--- src/core/pgcd_regs.svh ---
// Command codes, byte counts and reset values of the command decoder
// ----------------------------------------
// Functional notes
// ----------------------------------------
// Functional notes
// [RULE_01] D1 reads control IN status, one byte
// [RULE_02] D2-DF read data endpoint 1-14 status
// [RULE_03] F4 acknowledges setup, no data phase
// [RULE_04] A0 reads control OUT error code byte
// [RULE_05] A1 reads control IN error code byte
// [RULE_06] A2-AF read endpoint 1-14 error code
// [RULE_07] B0 unlocks writes, two data bytes
// [RULE_08] B2 writes, B3 reads scratch, two bytes
// [RULE_09] B4 reads frame number, one or two bytes
// [RULE_10] B5 reads identification, two bytes
// [RULE_11] D0 reads control OUT status, one byte
// [RULE_12] Command write, then listed data transfers
// [RULE_13] Undefined codes and their data ignored
`ifndef PGCD_REGS_SVH
`define PGCD_REGS_SVH
`define PGCD_CMD_STAT_BASE 8'hD0
`define PGCD_CMD_STAT_LAST 8'hDF
`define PGCD_CMD_ERR_BASE 8'hA0
`define PGCD_CMD_ERR_LAST 8'hAF
`define PGCD_CMD_ACK_SETUP 8'hF4
`define PGCD_CMD_UNLOCK 8'hB0
`define PGCD_CMD_SCR_WR 8'hB2
`define PGCD_CMD_SCR_RD 8'hB3
`define PGCD_CMD_FRAME 8'hB4
`define PGCD_CMD_ID 8'hB5
`define PGCD_EP_MASK 8'h0F
`define PGCD_NUM_ENTRIES 16
`define PGCD_LEN_ONE 2'h1
`define PGCD_LEN_TWO 2'h2
`define PGCD_LEN_NONE 2'h0
`define PGCD_ID_VALUE 16'h5AA5
`define PGCD_UNLOCK_KEY 16'hAA37
`define PGCD_RST_WORD 16'h0000
`define PGCD_RST_BYTE 8'h00
`endif

--- src/core/pgcd_pkg.sv ---
// Types shared by both ends of the command decoder
package pgcd_pkg;
  typedef enum logic [1:0] {PGCD_IDLE, PGCD_WR, PGCD_RD} pgcd_phase_t;
  typedef enum logic [2:0] {PGCD_K_NONE, PGCD_K_STAT, PGCD_K_ERR, PGCD_K_UNLOCK,
    PGCD_K_SCRW, PGCD_K_SCRR, PGCD_K_FRAME, PGCD_K_ID} pgcd_kind_t;
endpackage : pgcd_pkg

--- src/core/pgcd_if.sv ---
// Command and data port between processor and decoder
`timescale 1ns/1ns
interface pgcd_if;
  logic cmd_wr;
  logic data_wr;
  logic data_rd;
  logic [7:0] wdata;
  logic [7:0] rdata;
  modport dev (input cmd_wr, input data_wr, input data_rd, input wdata, output rdata);
  modport host (output cmd_wr, output data_wr, output data_rd, output wdata, input rdata);
endinterface : pgcd_if

--- src/core/pgcd_dev.sv ---
// Device end: decodes command codes and serves data bytes
`timescale 1ns/1ns
`include "pgcd_regs.svh"
module pgcd_dev
  import pgcd_pkg::*;
#(
  parameter int NUM_ENTRIES = `PGCD_NUM_ENTRIES
)
(
  input wire logic ref_clk_i,
  input wire logic rstn_i,
  input wire logic ce_i,
  pgcd_if.dev bus,
  input wire logic [7:0] ep_status_i [NUM_ENTRIES],
  input wire logic [7:0] ep_error_i [NUM_ENTRIES],
  input wire logic [15:0] frame_count_i,
  output logic setup_ack_o,
  output logic unlocked_o,
  output logic [15:0] scratch_word_o
);
  typedef struct packed {
    pgcd_phase_t phase;
    pgcd_kind_t kind;
    logic [3:0] ep;
    logic [1:0] cnt;
    logic [7:0] rdata;
    logic [7:0] lo;
    logic [15:0] scratch;
    logic unlocked;
    logic ack;
  } pgcd_dev_st_t;
  pgcd_dev_st_t st_ff;
  pgcd_dev_st_t nxt_st;
  logic [15:0] rd_word;
  logic [NUM_ENTRIES-1:0] ep_hit;
  logic [7:0] stat_term [NUM_ENTRIES];
  logic [7:0] err_term [NUM_ENTRIES];
  logic [7:0] stat_sel;
  logic [7:0] err_sel;
  // ----------------------------------------
  // Endpoint byte select, absent entries zero
  // ----------------------------------------
  for (genvar g = 0; g < NUM_ENTRIES; g++) begin : g_entry
    assign ep_hit[g] = (st_ff.ep == 4'(g));
    assign stat_term[g] = ep_hit[g] ? ep_status_i[g] : `PGCD_RST_BYTE;
    assign err_term[g] = ep_hit[g] ? ep_error_i[g] : `PGCD_RST_BYTE;
  end
  always_comb begin
    stat_sel = `PGCD_RST_BYTE;
    err_sel = `PGCD_RST_BYTE;
    for (int i = 0; i < NUM_ENTRIES; i++) begin
      stat_sel = stat_sel | stat_term[i];
      err_sel = err_sel | err_term[i];
    end
  end
  // ----------------------------------------
  // Read word selection
  // ----------------------------------------
  always_comb begin
    unique case (st_ff.kind)
      PGCD_K_STAT: rd_word = {`PGCD_RST_BYTE, stat_sel}; // [RULE_01] [RULE_02] [RULE_11]
      PGCD_K_ERR: rd_word = {`PGCD_RST_BYTE, err_sel}; // [RULE_04] [RULE_05] [RULE_06]
      PGCD_K_SCRR: rd_word = st_ff.scratch; // [RULE_08]
      PGCD_K_FRAME: rd_word = frame_count_i; // [RULE_09]
      PGCD_K_ID: rd_word = `PGCD_ID_VALUE; // [RULE_10]
      default: rd_word = `PGCD_RST_WORD;
    endcase
  end
  // ----------------------------------------
  // Command decode and data phase
  // ----------------------------------------
  always_comb begin
    nxt_st = st_ff;
    nxt_st.ack = 1'b0;
    if (bus.cmd_wr) begin // [RULE_12]
      nxt_st.phase = PGCD_IDLE;
      nxt_st.kind = PGCD_K_NONE; // [RULE_13]
      nxt_st.cnt = `PGCD_LEN_NONE;
      nxt_st.ep = bus.wdata[3:0] & 4'(`PGCD_EP_MASK);
      if (bus.wdata >= `PGCD_CMD_STAT_BASE && bus.wdata <= `PGCD_CMD_STAT_LAST) begin
        nxt_st.phase = PGCD_RD; // [RULE_01] [RULE_02] [RULE_11]
        nxt_st.kind = PGCD_K_STAT;
        nxt_st.cnt = `PGCD_LEN_ONE;
      end else if (bus.wdata >= `PGCD_CMD_ERR_BASE && bus.wdata <= `PGCD_CMD_ERR_LAST) begin
        nxt_st.phase = PGCD_RD; // [RULE_04] [RULE_05] [RULE_06]
        nxt_st.kind = PGCD_K_ERR;
        nxt_st.cnt = `PGCD_LEN_ONE;
      end else if (bus.wdata == `PGCD_CMD_ACK_SETUP) begin
        nxt_st.ack = 1'b1; // [RULE_03]
      end else if (bus.wdata == `PGCD_CMD_UNLOCK) begin
        nxt_st.phase = PGCD_WR; // [RULE_07]
        nxt_st.kind = PGCD_K_UNLOCK;
        nxt_st.cnt = `PGCD_LEN_TWO;
      end else if (bus.wdata == `PGCD_CMD_SCR_WR) begin
        nxt_st.phase = PGCD_WR; // [RULE_08]
        nxt_st.kind = PGCD_K_SCRW;
        nxt_st.cnt = `PGCD_LEN_TWO;
      end else if (bus.wdata == `PGCD_CMD_SCR_RD) begin
        nxt_st.phase = PGCD_RD; // [RULE_08]
        nxt_st.kind = PGCD_K_SCRR;
        nxt_st.cnt = `PGCD_LEN_TWO;
      end else if (bus.wdata == `PGCD_CMD_FRAME) begin
        nxt_st.phase = PGCD_RD; // [RULE_09]
        nxt_st.kind = PGCD_K_FRAME;
        nxt_st.cnt = `PGCD_LEN_TWO;
      end else if (bus.wdata == `PGCD_CMD_ID) begin
        nxt_st.phase = PGCD_RD; // [RULE_10]
        nxt_st.kind = PGCD_K_ID;
        nxt_st.cnt = `PGCD_LEN_TWO;
      end
    end else begin
      unique case (st_ff.phase)
        PGCD_IDLE: begin
        end
        PGCD_WR: if (bus.data_wr) begin
          nxt_st.cnt = st_ff.cnt - 2'h1;
          if (st_ff.cnt == `PGCD_LEN_TWO) begin
            nxt_st.lo = bus.wdata;
          end else begin
            nxt_st.phase = PGCD_IDLE;
            if (st_ff.kind == PGCD_K_SCRW) begin
              nxt_st.scratch = {bus.wdata, st_ff.lo}; // [RULE_08]
            end else begin
              nxt_st.unlocked = ({bus.wdata, st_ff.lo} == `PGCD_UNLOCK_KEY); // [RULE_07]
            end
          end
        end
        PGCD_RD: if (bus.data_rd) begin
          nxt_st.cnt = st_ff.cnt - 2'h1;
          nxt_st.rdata = (st_ff.cnt == `PGCD_LEN_TWO || st_ff.kind == PGCD_K_STAT ||
            st_ff.kind == PGCD_K_ERR) ? rd_word[7:0] : rd_word[15:8]; // [RULE_09]
          if (st_ff.cnt == `PGCD_LEN_ONE) begin
            nxt_st.phase = PGCD_IDLE;
          end
        end
        default: nxt_st.phase = PGCD_IDLE;
      endcase
    end
  end
  // ----------------------------------------
  // State register and outputs
  // ----------------------------------------
  always_ff @(posedge ref_clk_i or negedge rstn_i) begin
    if (!rstn_i) begin
      st_ff <= '0;
    end else if (ce_i) begin
      st_ff <= nxt_st;
    end
  end
  assign bus.rdata = st_ff.rdata;
  assign setup_ack_o = st_ff.ack;
  assign unlocked_o = st_ff.unlocked;
  assign scratch_word_o = st_ff.scratch;
endmodule : pgcd_dev

--- src/flat_wrapper.sv ---
// flat-port wrapper written by rule: the top's interface ports become plain ports
module pgcd_dev_flat import pgcd_pkg::*;
#(
  parameter int NUM_ENTRIES = `PGCD_NUM_ENTRIES
)
  (ref_clk_i, rstn_i, ce_i, ep_status_i, ep_error_i, frame_count_i, setup_ack_o, unlocked_o, scratch_word_o, bus_cmd_wr, bus_data_wr, bus_data_rd, bus_wdata, bus_rdata);
  pgcd_if bus_i ();
  input wire logic ref_clk_i;
  input wire logic rstn_i;
  input wire logic ce_i;
  input wire logic [7:0] ep_status_i[NUM_ENTRIES];
  input wire logic [7:0] ep_error_i[NUM_ENTRIES];
  input wire logic [15:0] frame_count_i;
  output logic setup_ack_o;
  output logic unlocked_o;
  output logic [15:0] scratch_word_o;
  input wire logic [$bits(bus_i.cmd_wr)-1:0] bus_cmd_wr;
  input wire logic [$bits(bus_i.data_wr)-1:0] bus_data_wr;
  input wire logic [$bits(bus_i.data_rd)-1:0] bus_data_rd;
  input wire logic [$bits(bus_i.wdata)-1:0] bus_wdata;
  output wire logic [$bits(bus_i.rdata)-1:0] bus_rdata;
  assign bus_i.cmd_wr = bus_cmd_wr;
  assign bus_i.data_wr = bus_data_wr;
  assign bus_i.data_rd = bus_data_rd;
  assign bus_i.wdata = bus_wdata;
  assign bus_rdata = bus_i.rdata;
  pgcd_dev #(.NUM_ENTRIES(NUM_ENTRIES)) u_core (.ref_clk_i(ref_clk_i), .rstn_i(rstn_i), .ce_i(ce_i), .bus(bus_i), .ep_status_i(ep_status_i), .ep_error_i(ep_error_i), .frame_count_i(frame_count_i), .setup_ack_o(setup_ack_o), .unlocked_o(unlocked_o), .scratch_word_o(scratch_word_o));
endmodule
--- config.mk ---
export PLATFORM = sky130hd
export DESIGN_NAME = pgcd_dev_flat
export DESIGN_NICKNAME = d
export VERILOG_FILES = /design/src/core/pgcd_pkg.sv /design/src/core/pgcd_if.sv /design/src/core/pgcd_dev.sv /design/src/flat_wrapper.sv
export VERILOG_INCLUDE_DIRS = /design/src /design/src/core
export SDC_FILE = /design/constraint.sdc
export NUM_CORES = 1
export LEC_CHECK = 0
export ABC_CLOCK_PERIOD_IN_PS = 2600
export BUFFER_PORTS_ARGS = -buffer_cell sky130_fd_sc_hd__buf_2
export CAP_MARGIN = 20
export CORE_AREA = 2 2 123 125
export CTS_CLUSTER_DIAMETER = 60
export DETAILED_ROUTE_END_ITERATION = 10
export DIE_AREA = 0 0 125 127
export PLACE_DENSITY = 0.69
export SYNTH_ARGS = -nofsm -noshare
export SYNTH_HDL_FRONTEND = slang
export SYNTH_SLANG_ARGS = --single-unit
--- constraint.sdc ---
create_clock -name ref_clk_i -period 2.6 [get_ports ref_clk_i]
set_clock_uncertainty 0.1 [all_clocks]
set_input_delay 0.52 -clock ref_clk_i [delete_from_list [all_inputs] [get_ports ref_clk_i]]
set_output_delay 0.52 -clock ref_clk_i [all_outputs]
set_load 0.03 [all_outputs]
==> results by group <==
GRT
  – First-pass GRT wire length: 37.0 mm
  – Largest net degree at the start of global routing: between 40 and 50
  – Vias in the first global route: roughly 6500
  – Initial antenna violation count: 11
  – GRT Resource Usage Total: 0.297
  – Global route overflow: 0

Worst setup path
  – Worst path cell trace: and2_1 -> buf_4 -> a22oi_1 -> o211ai_1 -> o41ai_1 -> a32oi_1
  – Crit. End Element: register
  – Crit path required time: between 2 and 3 ns
  – CP max-delay cell: dfrtp_4
  – Worst stage delay on the critical path: between 0.5 and 0.6 ns
  – Highest net fanout along the worst path: 11
  – Cell family with most CP delay: compound AO/OA/AOI/OAI gates
  – Critical Path Start Type: register
  – Critical path buffers and inverters: 1
  – Critical path type: reg -> reg
  – CP arrival: about 2.5 ns

Clocking
  – CTS Hold Bufs: 0
  – CTS H-tree lvls: 2
  – Worst skew pair latency: between 0.2 and 0.3 ns
  – CTS tree: done
  – Clock Pin Slew Worst Setup and Hold Paths: about 0.07 ns
  – CTS sink cnt: 45
  – Num CTS Buffers: 5
  – Setup Buffers After CTS: 0
  – Cts repair resizes: 0
  – CTS Root Buffer Type: clkbuf_16
  – Worst-case clock buffer depth: 2

Power and ir drop
  – Peak supply drop: approximately 0.30 mV
  – Lkg Pwr: between 3 and 4 nW
  – Power, Total: ~3.1 mW
  – Power Density: approximately 440 mW/mm²

Detailed routing
  – DR vias: between 6000 and 7000
  – Vias/cell: around 6
  – WL/cell: between 20 and 25 µm
  – # DRC: 0
  – Antenna-violating nets left: 0
  – Starting DRT DRC Count: between 700 and 800
  – Initial DRT Pass Iterations: 6
  – Drt total wl: ~25 mm

Layout
  – Layout Nets: 1200
  – P&R area growth vs syn: 33.6%
  – Share of cells above drive strength 1: 0.461
  – Finished Layout Cells: roughly 1100
  – Layout Utilization: 0.496

STA
  – RSZ-0062 raised after global routing: no
  – Setup TNS: 0 ns
  – F_max: between 400 and 500 MHz
  – Final Hold Viols: 0
  – Final worst path period need: about 2.5 ns
  – Worst hold slack: about 0.016 ns
  – Count of final max-slew check failures: 0
  – Relative slew slack: 0.354
  – Crit share post-route: 0.961
  – Worst-margin pin slew: between 0.9 and 1 ns
  – Finish-stage setup viols: 0

Logic synthesis
  – Most common cell in the synthesized netlist: mux2_2
  – Top cell type's share of synthesized area: 0.210
  – Ys Warns: 0
  – Dominant cell type by area after synthesis: dfrtp_1
  – Post-Syn Area: approximately 0.0054 mm²
  – Register area share after synthesis: 0.210
  – Cell variety after synth: a little over 70
  – Synth area leaders: dfrtp_1, mux2_2, buf_4
  – Top cells by count, synth: mux2_2, dfrtp_1, o21ai_0
  – Number of synthesized flops with an enable pin: 0
  – Syn Area/Cell: between 8 and 9 µm²
  – #FFs+latches synth: 45
  – Ys flop type: dfrtp_1
  – Cells after Synth: ~650
  – Post-synth net total: roughly 940
  – Asr flop ratio synth: 1.00

Placement
  – Placed Cells: approximately 1100
  – Hpwl dp: between 20 and 25 mm
  – GPL Wtd Cong: roughly 0.92
  – Port Buf Inserts: a little over 300

Run
  – Max_cap viols: 0

Die
  – IO Pins: 312
  – Die area: between 0.015 and 0.02 mm²
  – Die height: 127 µm
  – Die width: 125 µm
  – Starting Density: 0.371
  – Core area: around 0.014 mm²
  – Row cnt: 44

Run status
  – Status: completed

Hold path
  – Worst hold path type: in -> async
==> cell type report <==
cell class	instances	area, µm²
fill	1452	7270
multi-input combinational	499	3670
tap	184	230
clock inverter	3	47.5
sequential	45	1130
timing repair buffer	344	1870
antenna	9	22.5
clock buffer	5	125
inverter	17	63.8
==> placed cells by master, fill, tap and decap left out, types with 21 or more instances in the layout <==
cell type  netlist  layout
buf_4           33      28
mux2i_1         21      21
nand2_1         27      27
a22oi_1         26      26
buf_2           32     311
mux2_2          52      52
o21ai_0         42      42
a21oi_1         28      28
dfrtp_1         45      41
nor2_1          26      26
==> registers in the layout, indices dropped and copies added, names as in the netlist <==
signal / flops
u_core.setup_ack_o: 1
u_core.unlocked_o: 1
u_core.st_ff: 19
u_core.scratch_word_o: 16
u_core.bus.rdata: 8
==> cell families after synthesis <==
group                      share of synthesized area
AOI/OAI and AO/OA                              0.310
xor gates and xnor gates                     0.00164
adders and majority gates                    0.00467
buffers and inverters                          0.105
DFF                                            0.210
muxes                                          0.161
and+or+nand+nor                                0.207
==> through the flow <==
stage          setup slack, ns  instance area (µm²)
3_3_place_gp             0.173                 6960
4_1_cts                  0.120                 7140
6_report                 0.100                 7160
5_1_grt                 0.0283                 7150
3_5_place_dp             0.150                 6960
2_1_floorplan            0.392                 5360
==> report_power, final <==
group	internal, mW	leakage (nW)	switching, mW	total (mW)
clock	0.461	0.0849	0.303	0.764
sequential	0.733	0.613	0.0523	0.786
combinational	0.697	2.65	0.888	1.59
total	1.89	3.35	1.24	3.14
==> metal layers <==
layer  vias up  GRT usage  wire length [µm]
li1       3049          -                 -
met1      3114      0.370              9890
met2       402      0.511             12300
met3        51     0.0624              2200
met4         4      0.104               702
met5         -          0                27
==> final timing paths <==
path | slack [ns] | startpoint | depth (start not counted) | end
max | 0.10 | u_core.st_ff[38] | 6 | u_core.bus.rdata[4]
min in group ref_clk_i | 0.41 | ce_i | 2 | u_core.setup_ack_o
max in group asynchronous | 1.65 | rstn_i | 2 | u_core.scratch_word_o[8]
min | 0.02 | rstn_i | 1 | u_core.scratch_word_o[11]
max reg2reg | 0.10 | u_core.st_ff[38] | 6 | u_core.bus.rdata[4]
min reg2reg | 0.42 | u_core.bus.rdata[2] | 1 | u_core.bus.rdata[2]
(Power assumes the default switching activity.)
